<file path="config.mk">
export PLATFORM = sky130hd
export DESIGN_NAME = srsc_top
export DESIGN_NICKNAME = d
export VERILOG_FILES = /design/src/design/srsc_pkg.sv /design/src/design/srsc_delay_counter.sv /design/src/design/srsc_top.sv
export SDC_FILE = /design/constraint.sdc
export NUM_CORES = 1
export LEC_CHECK = 0
export BUFFER_PORTS_ARGS = -buffer_cell sky130_fd_sc_hd__buf_2
export CORE_MARGIN = 1.5
export CORE_UTILIZATION = 35
export CTS_CLUSTER_SIZE = 40
export DETAILED_ROUTE_END_ITERATION = 6
export GPL_TIMING_DRIVEN = 0
export PLACE_DENSITY = 0.58
export SYNTH_ARGS = -nofsm -noshare
export SYNTH_HDL_FRONTEND = slang
export SYNTH_SLANG_ARGS = --single-unit
</file>
<file path="constraint.sdc">
create_clock -name pclk -period 2.85 [get_ports pclk]
set_input_delay 0.4275 -clock pclk [delete_from_list [all_inputs] [get_ports pclk]]
set_output_delay 0.4275 -clock pclk [all_outputs]
set_load 0.02 [all_outputs]
</file>
<file path="src/design/srsc_pkg.sv">
package srsc_pkg;
    localparam logic [11:0] ADDR_CAUSE    = 12'h000;
    localparam logic [11:0] ADDR_DBGCTL   = 12'h004;
    localparam logic [11:0] ADDR_CTRL     = 12'h008;
    localparam logic [11:0] ADDR_IRQ_STAT = 12'h00C;
    localparam logic [11:0] ADDR_IRQ_MASK = 12'h010;

    localparam int CAUSE_POR    = 0;
    localparam int CAUSE_EXT    = 1;
    localparam int CAUSE_WDT    = 2;
    localparam int CAUSE_DBGPIN = 3;
    localparam int CAUSE_W      = 4;

    localparam int DBGCTL_RST   = 0;
    localparam int CTRL_WDT_RST = 0;
    localparam int IRQ_WDT      = 0;
    localparam int IRQ_DONE     = 1;
    localparam int IRQ_W        = 2;

    localparam logic [3:0] CAUSE_RST = 4'h1;
    localparam logic       CTRL_RST  = 1'b1;
    localparam logic [1:0] MASK_RST  = 2'h0;

    localparam int EXT_MIN_CYCLES  = 3;
    localparam int CLK_MHZ         = 200;
    localparam int RESET_DELAY_NS  = 1000;
    localparam int RESET_DELAY_CYC = (RESET_DELAY_NS * CLK_MHZ + 999) / 1000;

    typedef enum logic [1:0] {
        ST_RUN,
        ST_HOLD,
        ST_COUNT,
        ST_PIN_WAIT
    } srsc_state_e;
endpackage : srsc_pkg

</file>
<file path="src/design/srsc_delay_counter.sv">
`timescale 1ns/1ps
module srsc_delay_counter #(
    parameter int COUNT = srsc_pkg::RESET_DELAY_CYC,
    parameter int W     = 16
) (
    input  wire logic pclk,
    input  wire logic presetn,
    input  wire logic run,
    output logic      done_r
);
    logic [W-1:0] cnt_r;
    localparam logic [W-1:0] LAST = W'(COUNT - 1);

    initial begin
        if (COUNT < 1 || COUNT > (1 << W) - 1) begin
            $error("srsc_delay_counter: COUNT out of range");
        end
    end

    // Clears whenever not running so every reset gets the full delay
    always_ff @(posedge pclk or negedge presetn) begin
        if (!presetn) begin
            cnt_r  <= '0;
            done_r <= 1'b0;
        end else if (!run) begin
            cnt_r  <= '0;
            done_r <= 1'b0;
        end else begin
            done_r <= (cnt_r == LAST);
            if (cnt_r != LAST) begin
                cnt_r <= cnt_r + 1'b1;
            end
        end
    end
endmodule : srsc_delay_counter

</file>
<file path="src/design/srsc_top.sv">
// Design decisions made here: the APB interface to the registers and the address map.
`timescale 1ns/1ps
// Notes on behaviour
// Power or brownout reset delay counts only after supply-good is seen.
// In run or halt, watchdog time-out resets when reset mode selected.
// In run or halt, reset pin lows under three cycles are ignored.
// Debugger control bit 0 resets everything except the debug unit.
// In stop mode, the analog filtered reset pin decides, not cycle counts.
// In stop mode, debug pin low starts a system reset.
// Three-cycle pin low may reset; four or more always resets.
// Pin held past the delay keeps reset until the edge after release.
// Reset from the external pin sets the external reset flag.
// Debugger reset bit self-clears in reset; power-on flag then reads set.
module srsc_top #(
    parameter int DELAY_CYCLES = srsc_pkg::RESET_DELAY_CYC
) (
    input  wire logic        pclk,
    input  wire logic        presetn,
    input  wire logic        psel,
    input  wire logic        penable,
    input  wire logic        pwrite,
    input  wire logic [11:0] paddr,
    input  wire logic [31:0] pwdata,
    output logic             pready,
    output logic [31:0]      prdata,
    output logic             pslverr,
    input  wire logic        brownout_detect,
    input  wire logic        supply_good,
    input  wire logic        wdt_timeout,
    input  wire logic        stop_mode,
    input  wire logic        reset_pin_i,
    input  wire logic        reset_pin_filt_i,
    input  wire logic        debug_pin_i,
    output logic             reset_pin_o,
    output logic             reset_pin_oe_n,
    output logic             sys_reset_n,
    output logic             debug_unit_reset_n,
    output logic             irq
);
    localparam logic [1:0] EXT_MAX = 2'(srsc_pkg::EXT_MIN_CYCLES);

    initial begin
        if (DELAY_CYCLES < 1 || DELAY_CYCLES > 65535) begin
            $error("srsc_top: DELAY_CYCLES out of range");
        end
    end

    // Two-flop synchronisers for every analog or pin input
    logic [5:0] sync1_r;
    logic [5:0] sync2_r;
    always_ff @(posedge pclk or negedge presetn) begin
        if (!presetn) begin
            sync1_r <= 6'h3E;
            sync2_r <= 6'h3E;
        end else begin
            sync1_r <= {debug_pin_i, reset_pin_filt_i, reset_pin_i, supply_good,
                        1'b1, brownout_detect};
            sync2_r <= sync1_r;
        end
    end
    logic bod_s, good_s, pin_s, filt_s, dbgpin_s;
    assign bod_s    = sync2_r[0];
    assign good_s   = sync2_r[2];
    assign pin_s    = sync2_r[3];
    assign filt_s   = sync2_r[4];
    assign dbgpin_s = sync2_r[5];

    srsc_pkg::srsc_state_e     state_r, state_nxt;
    logic [1:0]                low_cnt_r;
    logic [srsc_pkg::CAUSE_W-1:0] cause_r;
    logic                      dbgctl_rst_r, ctrl_wdt_rst_r;
    logic [srsc_pkg::IRQ_W-1:0] irq_stat_r, irq_mask_r;
    logic                      sys_rst_n_r, dbg_rst_n_r, pin_oe_n_r;
    logic                      cnt_done;

    // Pin filter counts consecutive low samples only while running
    always_ff @(posedge pclk or negedge presetn) begin
        if (!presetn) begin
            low_cnt_r <= '0;
        end else if (pin_s || stop_mode || state_r != srsc_pkg::ST_RUN) begin
            low_cnt_r <= '0;
        end else if (low_cnt_r != EXT_MAX) begin
            low_cnt_r <= low_cnt_r + 1'b1;
        end
    end

    logic src_por, src_ext, src_wdt, src_dbgpin, src_ocd, any_src;
    assign src_por    = bod_s || !good_s;
    assign src_ext    = stop_mode ? !filt_s : (low_cnt_r == EXT_MAX);
    assign src_wdt    = wdt_timeout && ctrl_wdt_rst_r && !stop_mode;
    assign src_dbgpin = stop_mode && !dbgpin_s;
    assign src_ocd    = dbgctl_rst_r;
    assign any_src    = src_por || src_ext || src_wdt || src_dbgpin || src_ocd;

    always_comb begin
        state_nxt = state_r;
        unique case (state_r)
            srsc_pkg::ST_RUN: begin
                if (any_src) begin
                    state_nxt = srsc_pkg::ST_HOLD;
                end
            end
            srsc_pkg::ST_HOLD: begin
                if (!src_por && !src_dbgpin) begin
                    state_nxt = srsc_pkg::ST_COUNT;
                end
            end
            srsc_pkg::ST_COUNT: begin
                if (src_por || src_dbgpin) begin
                    state_nxt = srsc_pkg::ST_HOLD;
                end else if (cnt_done) begin
                    state_nxt = pin_s ? srsc_pkg::ST_RUN : srsc_pkg::ST_PIN_WAIT;
                end
            end
            srsc_pkg::ST_PIN_WAIT: begin
                if (pin_s) begin
                    state_nxt = srsc_pkg::ST_RUN;
                end
            end
        endcase
    end

    always_ff @(posedge pclk or negedge presetn) begin
        if (!presetn) begin
            state_r <= srsc_pkg::ST_HOLD;
        end else begin
            state_r <= state_nxt;
        end
    end

    srsc_delay_counter #(
        .COUNT (DELAY_CYCLES),
        .W     (16)
    ) u_delay (
        .pclk    (pclk),
        .presetn (presetn),
        .run     (state_r == srsc_pkg::ST_COUNT && !cnt_done),
        .done_r  (cnt_done)
    );

    // Debug unit only follows supply loss, never the debugger request
    always_ff @(posedge pclk or negedge presetn) begin
        if (!presetn) begin
            sys_rst_n_r <= 1'b0;
            dbg_rst_n_r <= 1'b0;
            pin_oe_n_r  <= 1'b1;
        end else begin
            sys_rst_n_r <= (state_nxt == srsc_pkg::ST_RUN);
            dbg_rst_n_r <= !src_por;
            // Drive the pin only up to the delay end; waiting on it must not hold it low
            pin_oe_n_r  <= !(state_nxt == srsc_pkg::ST_HOLD || state_nxt == srsc_pkg::ST_COUNT);
        end
    end

    // APB: zero wait, read data captured in the setup cycle
    logic wr_en, rd_setup, addr_ok;
    assign wr_en    = psel && penable && pwrite;
    assign rd_setup = psel && !penable && !pwrite;
    assign addr_ok  = (paddr == srsc_pkg::ADDR_CAUSE) || (paddr == srsc_pkg::ADDR_DBGCTL) ||
                      (paddr == srsc_pkg::ADDR_CTRL) || (paddr == srsc_pkg::ADDR_IRQ_STAT) ||
                      (paddr == srsc_pkg::ADDR_IRQ_MASK);

    function automatic logic hit(input logic [11:0] a, input logic [11:0] off);
        hit = (a == off);
    endfunction : hit

    logic dbgctl_wr;
    assign dbgctl_wr = wr_en && hit(paddr, srsc_pkg::ADDR_DBGCTL);

    logic [srsc_pkg::CAUSE_W-1:0] cause_set;
    assign cause_set = (state_r == srsc_pkg::ST_RUN) ?
                       {src_dbgpin, src_wdt, src_ext, src_por || src_ocd} :
                       {3'h0, src_por};

    // Set wins over the write-one clear
    always_ff @(posedge pclk or negedge presetn) begin
        if (!presetn) begin
            cause_r <= srsc_pkg::CAUSE_RST;
        end else begin
            cause_r <= (cause_r & ~((wr_en && hit(paddr, srsc_pkg::ADDR_CAUSE)) ?
                       pwdata[srsc_pkg::CAUSE_W-1:0] : 4'h0)) | cause_set;
        end
    end

    always_ff @(posedge pclk or negedge presetn) begin
        if (!presetn) begin
            dbgctl_rst_r <= 1'b0;
        end else if (dbgctl_wr && pwdata[srsc_pkg::DBGCTL_RST]) begin
            dbgctl_rst_r <= 1'b1;
        end else if (state_r == srsc_pkg::ST_COUNT) begin
            dbgctl_rst_r <= 1'b0;
        end
    end

    always_ff @(posedge pclk or negedge presetn) begin
        if (!presetn) begin
            ctrl_wdt_rst_r <= srsc_pkg::CTRL_RST;
            irq_mask_r     <= srsc_pkg::MASK_RST;
        end else if (wr_en && hit(paddr, srsc_pkg::ADDR_CTRL)) begin
            ctrl_wdt_rst_r <= pwdata[srsc_pkg::CTRL_WDT_RST];
        end else if (wr_en && hit(paddr, srsc_pkg::ADDR_IRQ_MASK)) begin
            irq_mask_r <= pwdata[srsc_pkg::IRQ_W-1:0];
        end
    end

    logic [srsc_pkg::IRQ_W-1:0] irq_set;
    assign irq_set = {state_r != srsc_pkg::ST_RUN && state_nxt == srsc_pkg::ST_RUN,
                      wdt_timeout && !ctrl_wdt_rst_r && !stop_mode};
    always_ff @(posedge pclk or negedge presetn) begin
        if (!presetn) begin
            irq_stat_r <= '0;
        end else begin
            irq_stat_r <= (irq_stat_r & ~((wr_en && hit(paddr, srsc_pkg::ADDR_IRQ_STAT)) ?
                          pwdata[srsc_pkg::IRQ_W-1:0] : 2'h0)) | irq_set;
        end
    end

    always_ff @(posedge pclk or negedge presetn) begin
        if (!presetn) begin
            prdata <= 32'h0000_0000;
        end else if (rd_setup) begin
            unique case (1'b1)
                hit(paddr, srsc_pkg::ADDR_CAUSE):    prdata <= {28'h000_0000, cause_r};
                hit(paddr, srsc_pkg::ADDR_DBGCTL):   prdata <= {31'h0, dbgctl_rst_r};
                hit(paddr, srsc_pkg::ADDR_CTRL):     prdata <= {31'h0, ctrl_wdt_rst_r};
                hit(paddr, srsc_pkg::ADDR_IRQ_STAT): prdata <= {30'h0, irq_stat_r};
                hit(paddr, srsc_pkg::ADDR_IRQ_MASK): prdata <= {30'h0, irq_mask_r};
                default:                             prdata <= 32'h0000_0000;
            endcase
        end
    end

    assign pready             = 1'b1;
    assign pslverr            = psel && penable && !addr_ok;
    assign reset_pin_o        = 1'b0;
    assign reset_pin_oe_n     = pin_oe_n_r;
    assign sys_reset_n        = sys_rst_n_r;
    assign debug_unit_reset_n = dbg_rst_n_r;
    assign irq                = |(irq_stat_r & irq_mask_r);

    logic run_st;
    assign run_st = (state_r == srsc_pkg::ST_RUN);
endmodule : srsc_top

</file>
==> metrics.txt, run 1 <==
Rows 30; Most used DFF post-synth dfrtp_1; Antenna Nets Post-Route 0; area grow syn2layout 19.93%; RSZ-0062 raised after global routing no; PwrDens 479.1 nW/µm²; EDFF count, synth 0; clk root buf clkbuf_8; GPL Wtd Cong 0.7763; Congestion Overflow GR 0; Worst path slowest cell or4_1; Synth Register Bits 48; Die H 87.18 µm; die width 87.18 µm; MaxCap Viol Count 0; Global Route Usage Sum 13.57%; drt first pass iters 4; initial antenna violation count 0; drt wl/cell 11.35 µm; grt met3 use 3.128%; clk sinks 48; Hold Path Stages 1; total I/O pin count 95; Layout Utilization 43.53%; setup TNS 0 ns; minimum clock period 2.014 ns; fmax 496.6 MHz; register area share after synthesis 49.04%; Setup WS pre-CTS 0.8395 ns; most instantiated library cell after synthesis dfrtp_1; Via density 4.586; crit path kind reg2reg; crit path max fanout 5; clk_skew 0.004106 ns; path depth of the worst reg2reg path 5; WHS 0.2182 ns; post-CTS setup repair buffer count 0; total CTS buffers 5; CTS max path bufs 2; Nets 385; met2 Track Usage GR 22.76%; layout cell share with drive strength beyond 1 28.13%; P_leak 1.362 nW; mean post-synth cell area 9.687 µm²; GR Util met1 16.71%; Routed WL 4799 µm; Initial Util 36.30%; status completed; HP Class in2reg; Worst-path clk slew 0.09 ns; number of global-route vias before repair 1801; Max Slew Vio Count 0; worst vdd rail ir drop 0.2780 mV; Iter 0 DRT Violations 49; Core ar. 6832 µm²; Ys Warns 0; post-synthesis cell count 256; Netlist cell types 42; Die Area 7599 µm²; CTS Hold Bufs 0; global-route wire length before repair 8031 µm; DR DRC count 0; Worst EP required 3.08 ns; ANT cells 0; worst-margin pin slew 1.059 ns; Netlist Area Pre-Place 2480 µm²; largest net degree at the start of global routing 49; Port Buffers 35; worst skew pair latency 0.30 ns; Critical Path Source Type flip-flop; period utilization 70.65%; via count 1940; cts repair resizes 0; crit path cell chain ha_1 > nand2_1 > or4_1 > or3_1 > a21oi_1; Max stage delay on crit path 0.60 ns; CP arrival 2.24 ns; CP Capture Type flip-flop; DP HPWL 3533 µm; Inst Count DP 415; final setup fails 0; async set or reset register ratio after synthesis 100.0%; relative slew slack 29.42%; final hold violation count 0; Finished Layout Cells 423; post-synth top area share 36.33%; PnR worst setup slack 0.8364 ns; CTS tree done; Yosys top cell by area dfrtp_1; H-tree depth 2; global route hottest layer met2; Post-synth top cells dfrtp_1, buf_4, o21ai_0, nand2_1, nor2_1; Area contributors post-synth dfrtp_1, dfstp_2, buf_4
[critical path: cells and delay by family, from the launching register on]
kind	cells	cell delay, ns
adders and majority gates	1	0.28
DFF	1	0.41
and+or+nand+nor	3	1.10
AOI/OAI and AO/OA	1	0.15
[layer usage]
metal	vias up	routed length (µm)
met5	-	0
met4	0	76
met3	6	303
met2	59	2174
met1	894	2245
li1	981	-
[final cells by class]
type / count / area [µm²]
clock inverters: 1 / 7.507
multi-input cells: 190 / 1082
clock buffers: 7 / 86.33
plain buffers: 38 / 256.5
repair buffers: 35 / 175.2
fillers: 685 / 3857
well taps: 96 / 120.1
inverters: 8 / 30.03
flip-flops and latches: 48 / 1216
[flip-flops by register name, summed over array words and instances, names as in the netlist]
signal	count
sync1_r	5
cause_r	4
reset_pin_oe_n	1
low_cnt_r	2
ctrl_wdt_rst_r	1
dbgctl_rst_r	1
debug_unit_reset_n	1
prdata	4
irq_mask_r	2
irq_stat_r	2
sync2_r	5
u_delay.done_r	1
sys_reset_n	1
u_delay.cnt_r	16
state_r	2
[path summary, 6_finish.rpt]
kind	slack [ns]	to	start
hold / removal	0.22	sync1_r[3]	reset_pin_i
hold reg to reg	0.35	sync2_r[0]	sync1_r[0]
min in group asynchronous	0.32	irq_mask_r[0]	presetn
setup / recovery	0.84	u_delay.cnt_r[14]	u_delay.cnt_r[0]
setup reg to reg	0.84	u_delay.cnt_r[14]	u_delay.cnt_r[0]
max in group asynchronous	1.89	u_delay.done_r	presetn
[cell usage in the layout (no fill, tap or decap), drive strengths merged, types with 5 or more instances in the layout]
cell type  synthesis  final
nand4              7      7
nor2              14     14
or4                5      5
dfrtp             36     36
nand2             20     20
a21oi             13     13
dfstp             12     12
buf               31     66
nor3               8      8
inv                8      8
xor2               5      5
clkbuf             7     14
nor4               5      5
o21ai             21     21
conb               2     30
nand2b             5      5
or3                8      8
nand3             11     11
[per-stage QoR]
step           total power, mW  area [µm²]
3_3_place_gp             1.016        2880
5_1_grt                  1.512        2974
4_1_cts                  1.442        2974
2_1_floorplan           0.9402        2585
6_report                 1.425        2974
3_5_place_dp             1.020        2880
[kinds of logic after synthesis]
family	count (synthesis)	share of synthesized area, %
AOI/OAI and AO/OA	47	11.25
muxes	6	2.573
adders and majority gates	3	1.514
xor gates and xnor gates	8	2.826
DFF	48	49.04
other	2	0.3028
buffers and inverters	46	11.55
and+or+nand+nor	96	20.94
[power by group]
group          internal (mW)  leakage [nW]  switching, mW
combinational         0.0961         0.715          0.153
clock                  0.197        0.0445          0.222
sequential             0.731         0.602         0.0242
(Power assumes the default switching activity.)
==> inputs of run 2 (changes only) <==
--- a/config.mk
+++ b/config.mk
@@ -11,7 +11,7 @@
 export CTS_CLUSTER_SIZE = 40
 export DETAILED_ROUTE_END_ITERATION = 6
 export GPL_TIMING_DRIVEN = 0
-export PLACE_DENSITY = 0.58
+export PLACE_DENSITY = 0.61
 export SYNTH_ARGS = -nofsm -noshare
 export SYNTH_HDL_FRONTEND = slang
 export SYNTH_SLANG_ARGS = --single-unit
==> constraint.sdc (replaced) <==
create_clock -name pclk -period 1.7 [get_ports pclk]
set_input_delay 0.255 -clock pclk [delete_from_list [all_inputs] [get_ports pclk]]
set_output_delay 0.255 -clock pclk [all_outputs]
set_load 0.02 [all_outputs]
==> run 2 against run 1 <==
- the run now ends with setup timing left
- clock power grew 100%
- clock skew grew 0.0016 ns
- design area grew 7.9%
- setup slack lost 0.96 ns
- via count grew 1.9%
- maximum frequency grew 11%
- final cell count grew 3.1%
- sequential power grew 68%
- non-clock buffer count grew 13
- critical endpoint is now u_delay.cnt_r[9]
==> metrics.txt, run 2 (same netlist as run 1, synthesis figures left out) <==
status complete, but fails checks; failing checks setup timing; Initial Util 36.30% (unchanged); Iter 0 DRT Violations 80 (+63%); DR DRC count 0 (unchanged); die width 87.18 µm (unchanged); CTS max path bufs 2 (unchanged); Nets 398 (+3.4%); hold endpoint sync1_r[5]; max reg flops 16 (unchanged); path depth of the worst reg2reg path 3 (-2); worst vdd rail ir drop 0.5616 mV (+100%); layout cell share with drive strength beyond 1 37.06% (+8.9 points); RSZ-0062 raised after global routing yes; final setup fails 6 (+6); Core ar. 6832 µm² (unchanged); HP Class in2reg; Setup WS pre-CTS -0.2710 ns (-1.110 ns); relative slew slack 30.18% (+0.76 points); largest register by flop count u_delay.cnt_r; Worst-path clk slew 0.09 ns (about the same); Global Route Usage Sum 13.77% (+0.21 points); drt first pass iters 4 (unchanged); clk sinks 48 (unchanged); Port Buffers 35 (unchanged); drt wl/cell 11.44 µm (+0.82%); worst reg2reg startpoint u_delay.cnt_r[9]; ANT cells 0 (unchanged); DP HPWL 3468 µm (-1.8%); Layout Utilization 46.98% (+3.4 points); fmax 549.2 MHz (+11%); Regs by FF count u_delay.cnt_r: 16 flops, sync1_r: 5 flops, sync2_r: 5 flops; crit path kind reg2reg; CP Capture Type flip-flop; initial antenna violation count 0 (unchanged); H-tree depth 2 (unchanged); number of global-route vias before repair 1797 (-0.22%); clk root buf clkbuf_8; PnR worst setup slack -0.1208 ns (-0.9572 ns); MaxCap Viol Count 0 (unchanged); minimum clock period 1.821 ns (-0.1928 ns); area grow syn2layout 29.41%; reg-to-reg endpoint u_delay.cnt_r[9]; total I/O pin count 95 (unchanged); CTS tree done; Critical Path Source Type flip-flop; FF-to-FF setup slack -0.12 ns (-0.96 ns); Die H 87.18 µm (unchanged); largest net degree at the start of global routing 49 (unchanged); hold path start debug_pin_i; Hold Path Stages 1 (unchanged); P_leak 1.481 nW (+8.8%); worst skew pair latency 0.30 ns (about the same); Worst EP required 1.89 ns (-1.19 ns); worst-margin pin slew 1.047 ns (-0.01147 ns); PwrDens 793.9 nW/µm² (+66%); crit path max fanout 5 (unchanged); CP arrival 2.01 ns (-0.23 ns); final hold violation count 0 (unchanged); Via density 4.532 (-1.2%); global-route wire length before repair 8238 µm (+2.6%); total CTS buffers 5 (unchanged); Max Slew Vio Count 0 (unchanged); period utilization 107.1% (+36 points); most frequent cells in the layout buf_4, buf_2, dfrtp_1, conb_1, nand2_1; Congestion Overflow GR 0 (unchanged); via count 1976 (+1.9%); WHS 0.05043 ns (-0.1677 ns); Die Area 7599 µm² (unchanged); leading cell type in the layout, fill and taps excluded buf_4; GPL Wtd Cong 0.8131 (+4.7%); Routed WL 4987 µm (+3.9%); Antenna Nets Post-Route 0 (unchanged); Design Power 2.548 mW (+79%); clk_skew 0.005681 ns (+0.001575 ns); Rows 30 (unchanged)
## run 2: changes by cell type in the layout (fill, tap and decap cells not counted), moves of 3 or more
cell	previous run	this run
buf_4	30	41
o21ai_0	21	15
o21ai_1	0	6
or4_1	5	0
or4_4	0	5
buf_6	0	3
clkbuf_1	8	5
dfrtp_1	36	33
dfrtp_2	0	3
## run 2: power by group
group,internal (mW),switching [mW]
sequential,1.23,0.0418
clock,0.481,0.373
combinational,0.171,0.255
total,1.88,0.669
## run 2: how the worst max path moves through the flow
stage | from | to | cells past startpoint
2_1_floorplan | u_delay.cnt_r[9] | u_delay.cnt_r[9] | 4
3_3_place_gp | u_delay.cnt_r[11] | u_delay.cnt_r[3] | 4
3_5_place_dp | u_delay.cnt_r[11] | u_delay.cnt_r[3] | 4
4_1_cts | u_delay.cnt_r[11] | u_delay.cnt_r[0] | 4
5_1_grt | u_delay.cnt_r[9] | u_delay.cnt_r[14] | 6
6_report | u_delay.cnt_r[9] | u_delay.cnt_r[9] | 3
## run 2: what timing repair did
item                                   4_1_cts  5_1_grt
hold buffers                                 0        0
cloned                                       0        0
setup endpoints to repair                   12       22
gates resized for setup                     12       19
endpoints found under the hold margin        0        0
pin swaps                                   10        6
buffers inserted                            12        2
## run 2: metrics by stage
stage	area [µm²]	setup TNS, ns	std cells
after floorplan	2618	-0.2947	284
after global placement	2913	-1.778	415
after CTS	3148	-0.4791	434
final	3209	-0.4262	436
after global routing	3209	-1.266	436
after detailed placement	2913	-2.148	415
## run 2: cell type report
type | count | area [µm²]
buffer | 37 | 256.5
clock buffer | 6 | 82.58
clock inverter | 2 | 38.79
fill | 690 | 3622
inverter | 8 | 30.03
multi-input combinational | 190 | 1170
sequential | 48 | 1220
tap | 96 | 120.1
timing repair buffer | 49 | 291.5
## run 2: critical path, cell delays in order, from the launching register on
cell	delay [ns]
dfrtp_1	0.42
or4_4	0.55
or4_4	0.55
a31o_1	0.20
## run 2: layer usage
layer	wire (µm)	GRT usage (%)	share of wire, %
met3	268	3.223	5.4
met1	2285	17.50	46
met2	2370	23.26	48
met4	62	4.329	1.2
met5	0	0	0
==> inputs of run 3 (changes only) <==
--- a/config.mk
+++ b/config.mk
@@ -6,7 +6,7 @@
 export NUM_CORES = 1
 export LEC_CHECK = 0
 export BUFFER_PORTS_ARGS = -buffer_cell sky130_fd_sc_hd__buf_2
-export CORE_MARGIN = 1.5
+export CORE_MARGIN = 5
 export CORE_UTILIZATION = 35
 export CTS_CLUSTER_SIZE = 40
 export DETAILED_ROUTE_END_ITERATION = 6
==> run 3 against run 2 <==
- the flow still finishes with violations (setup timing)
- count of clock-buffer cells in the layout is the same
- critical path depth grew 1
- core utilization shrank 0.59 points
- maximum frequency shrank 0.70%
- final cell count shrank 0.23%
- sequential power is essentially flat
- die area grew 17%
- first-iteration DRC count grew 14%
- via count shrank 0.66%
- design area shrank 1.2%
==> metrics.txt, run 3 (same netlist as run 1, synthesis figures left out) <==
status complete, but fails checks; failing checks setup timing; fmax 545.4 MHz (-0.70%); Rows 30 (unchanged); CTS Hold Bufs 0 (unchanged); initial antenna violation count 0 (unchanged); PwrDens 789.2 nW/µm² (-0.60%); GPL Wtd Cong 0.8115 (-0.20%); layout cell share with drive strength beyond 1 35.99% (-1.1 points); final setup fails 8 (+2); crit path kind reg2reg; Antenna Nets Post-Route 0 (unchanged); total I/O pin count 95 (unchanged); met3 wire length 375 µm (+40%); drt first pass iters 4 (unchanged); most frequent cells in the layout buf_4, buf_2, dfrtp_1, conb_1, o21ai_0; Regs by FF count u_delay.cnt_r: 16 flops, sync1_r: 5 flops, sync2_r: 5 flops; clk root buf clkbuf_8; CP arrival 2.05 ns (+0.04 ns); DP HPWL 3719 µm (+7.2%); Global Route Usage Sum 11.54% (-2.2 points); Critical Path Source Type flip-flop; Iter 0 DRT Violations 91 (+14%); global-route wire length before repair 8266 µm (+0.34%); period utilization 107.9% (+0.75 points); drt wl/cell 11.89 µm (+4.0%); path depth of the worst reg2reg path 4 (+1); Nets 397 (-0.25%); hold path start supply_good; Via density 4.513 (-0.43%); P_leak 1.466 nW (-1.0%); worst reg2reg startpoint u_delay.cnt_r[10]; Max Slew Vio Count 0 (unchanged); Die Area 8869 µm² (+17%); clk sinks 48 (unchanged); total CTS buffers 5 (unchanged); routed wl met2 2424 µm (+2.3%); Worst-path clk slew 0.10 ns (about the same); DR top layer met4; HP Class in2reg; Port Buffers 35 (unchanged); hold endpoint sync1_r[2]; Layout Utilization 46.39% (-0.59 points); CTS tree done; worst vdd rail ir drop 0.4814 mV (-14%); H-tree depth 2 (unchanged); largest net degree at the start of global routing 49 (unchanged); reg-to-reg endpoint u_delay.cnt_r[0]; Hold Path Stages 1 (unchanged); via count 1963 (-0.66%); relative slew slack 30.14% (-0.046 points); largest register by flop count u_delay.cnt_r; CTS max path bufs 2 (unchanged); PnR worst setup slack -0.1336 ns (-0.01279 ns); MaxCap Viol Count 0 (unchanged); leading cell type in the layout, fill and taps excluded buf_4; number of global-route vias before repair 1832 (+1.9%); FF-to-FF setup slack -0.13 ns (about the same); minimum clock period 1.834 ns (+0.01279 ns); final hold violation count 0 (unchanged); Initial Util 36.30% (unchanged); area grow syn2layout 27.80%; Worst EP required 1.92 ns (+0.03 ns); DR DRC count 0 (unchanged); die width 94.18 µm (+8.0%); Routed WL 5174 µm (+3.7%); Metal-1 WL 2329 µm (+1.9%); ANT cells 0 (unchanged); max reg flops 16 (unchanged); CP Capture Type flip-flop; Die H 94.18 µm (+8.0%); Congestion Overflow GR 0 (unchanged); Finished Layout Cells 435 (-0.23%); worst-margin pin slew 1.048 ns (+0.0006871 ns); clk_skew 0.01858 ns (+0.01290 ns); worst skew pair latency 0.30 ns (about the same); crit path max fanout 5 (unchanged); Core ar. 6832 µm² (unchanged); RSZ-0062 raised after global routing yes; fill cell count 664 (-3.8%); Inst Count DP 415 (unchanged)
## run 3: cell count changes in the layout (fill, tap and decap cells not counted), sizes merged
cell  previous run  this run
buf             80        79
## run 3: worst max-delay path by stage
stage | startpoint | to | cells after the start
after floorplan | u_delay.cnt_r[9] | u_delay.cnt_r[9] | 4
after global placement | u_delay.cnt_r[11] | u_delay.cnt_r[3] | 4
after detailed placement | u_delay.cnt_r[11] | u_delay.cnt_r[3] | 4
after CTS | u_delay.cnt_r[9] | u_delay.cnt_r[0] | 4
after global routing | u_delay.cnt_r[10] | u_delay.cnt_r[0] | 4
final | u_delay.cnt_r[10] | u_delay.cnt_r[0] | 4
## run 3: layer usage
metal  GRT usage [%]  up-vias
met5               0        -
met4           3.610        0
met3           2.644        4
met2           19.50       59
met1           14.55      898
li1                -     1002
## run 3: stage by stage
| stage | instance area [µm²] | power, mW | hold WS, ns | worst slack (ns) | setup TNS [ns] |
|---|---|---|---|---|---|
| 2_1_floorplan | 2618 | 1.580 | -0.04059 | -0.1110 | -0.2947 |
| 3_3_place_gp | 2913 | 1.705 | 0.3360 | -0.2325 | -1.831 |
| 3_5_place_dp | 2913 | 1.709 | 0.3410 | -0.2563 | -2.121 |
| 4_1_cts | 3085 | 2.519 | 0.04249 | -0.1089 | -0.5119 |
| 5_1_grt | 3169 | 2.637 | 0.03718 | -0.1693 | -1.050 |
| 6_report | 3169 | 2.501 | 0.05861 | -0.1336 | -0.5170 |
## run 3: power breakdown
part           internal [mW]  switching (mW)
clock network          0.437           0.366
registers               1.23          0.0422
logic                  0.171           0.257
## run 3: repair_timing
item                                    CTS  global route
gates cloned                              0             0
pin swaps                                 5             3
setup buffers                             6             7
resized for setup                        10            13
endpoints found under the setup margin   11            18
## run 3: area by class of cell
class | instances | area [µm²] | share of cell area, %
buffer | 37 | 256.5 | 8.093
clock buffer | 6 | 72.57 | 2.290
clock inverter | 2 | 35.03 | 1.105
inverter | 8 | 30.03 | 0.9475
multi-input combinational | 190 | 1154 | 36.40
sequential | 48 | 1221 | 38.53
tap | 96 | 120.1 | 3.790
timing repair buffer | 48 | 280.3 | 8.843
## run 3: critical path, cell delays in order, from the launching register on
cell and delay [ns]:
dfrtp_1 0.41, or4_4 0.55, or4_4 0.55, xnor2_2 0.15, nor2_1 0.09
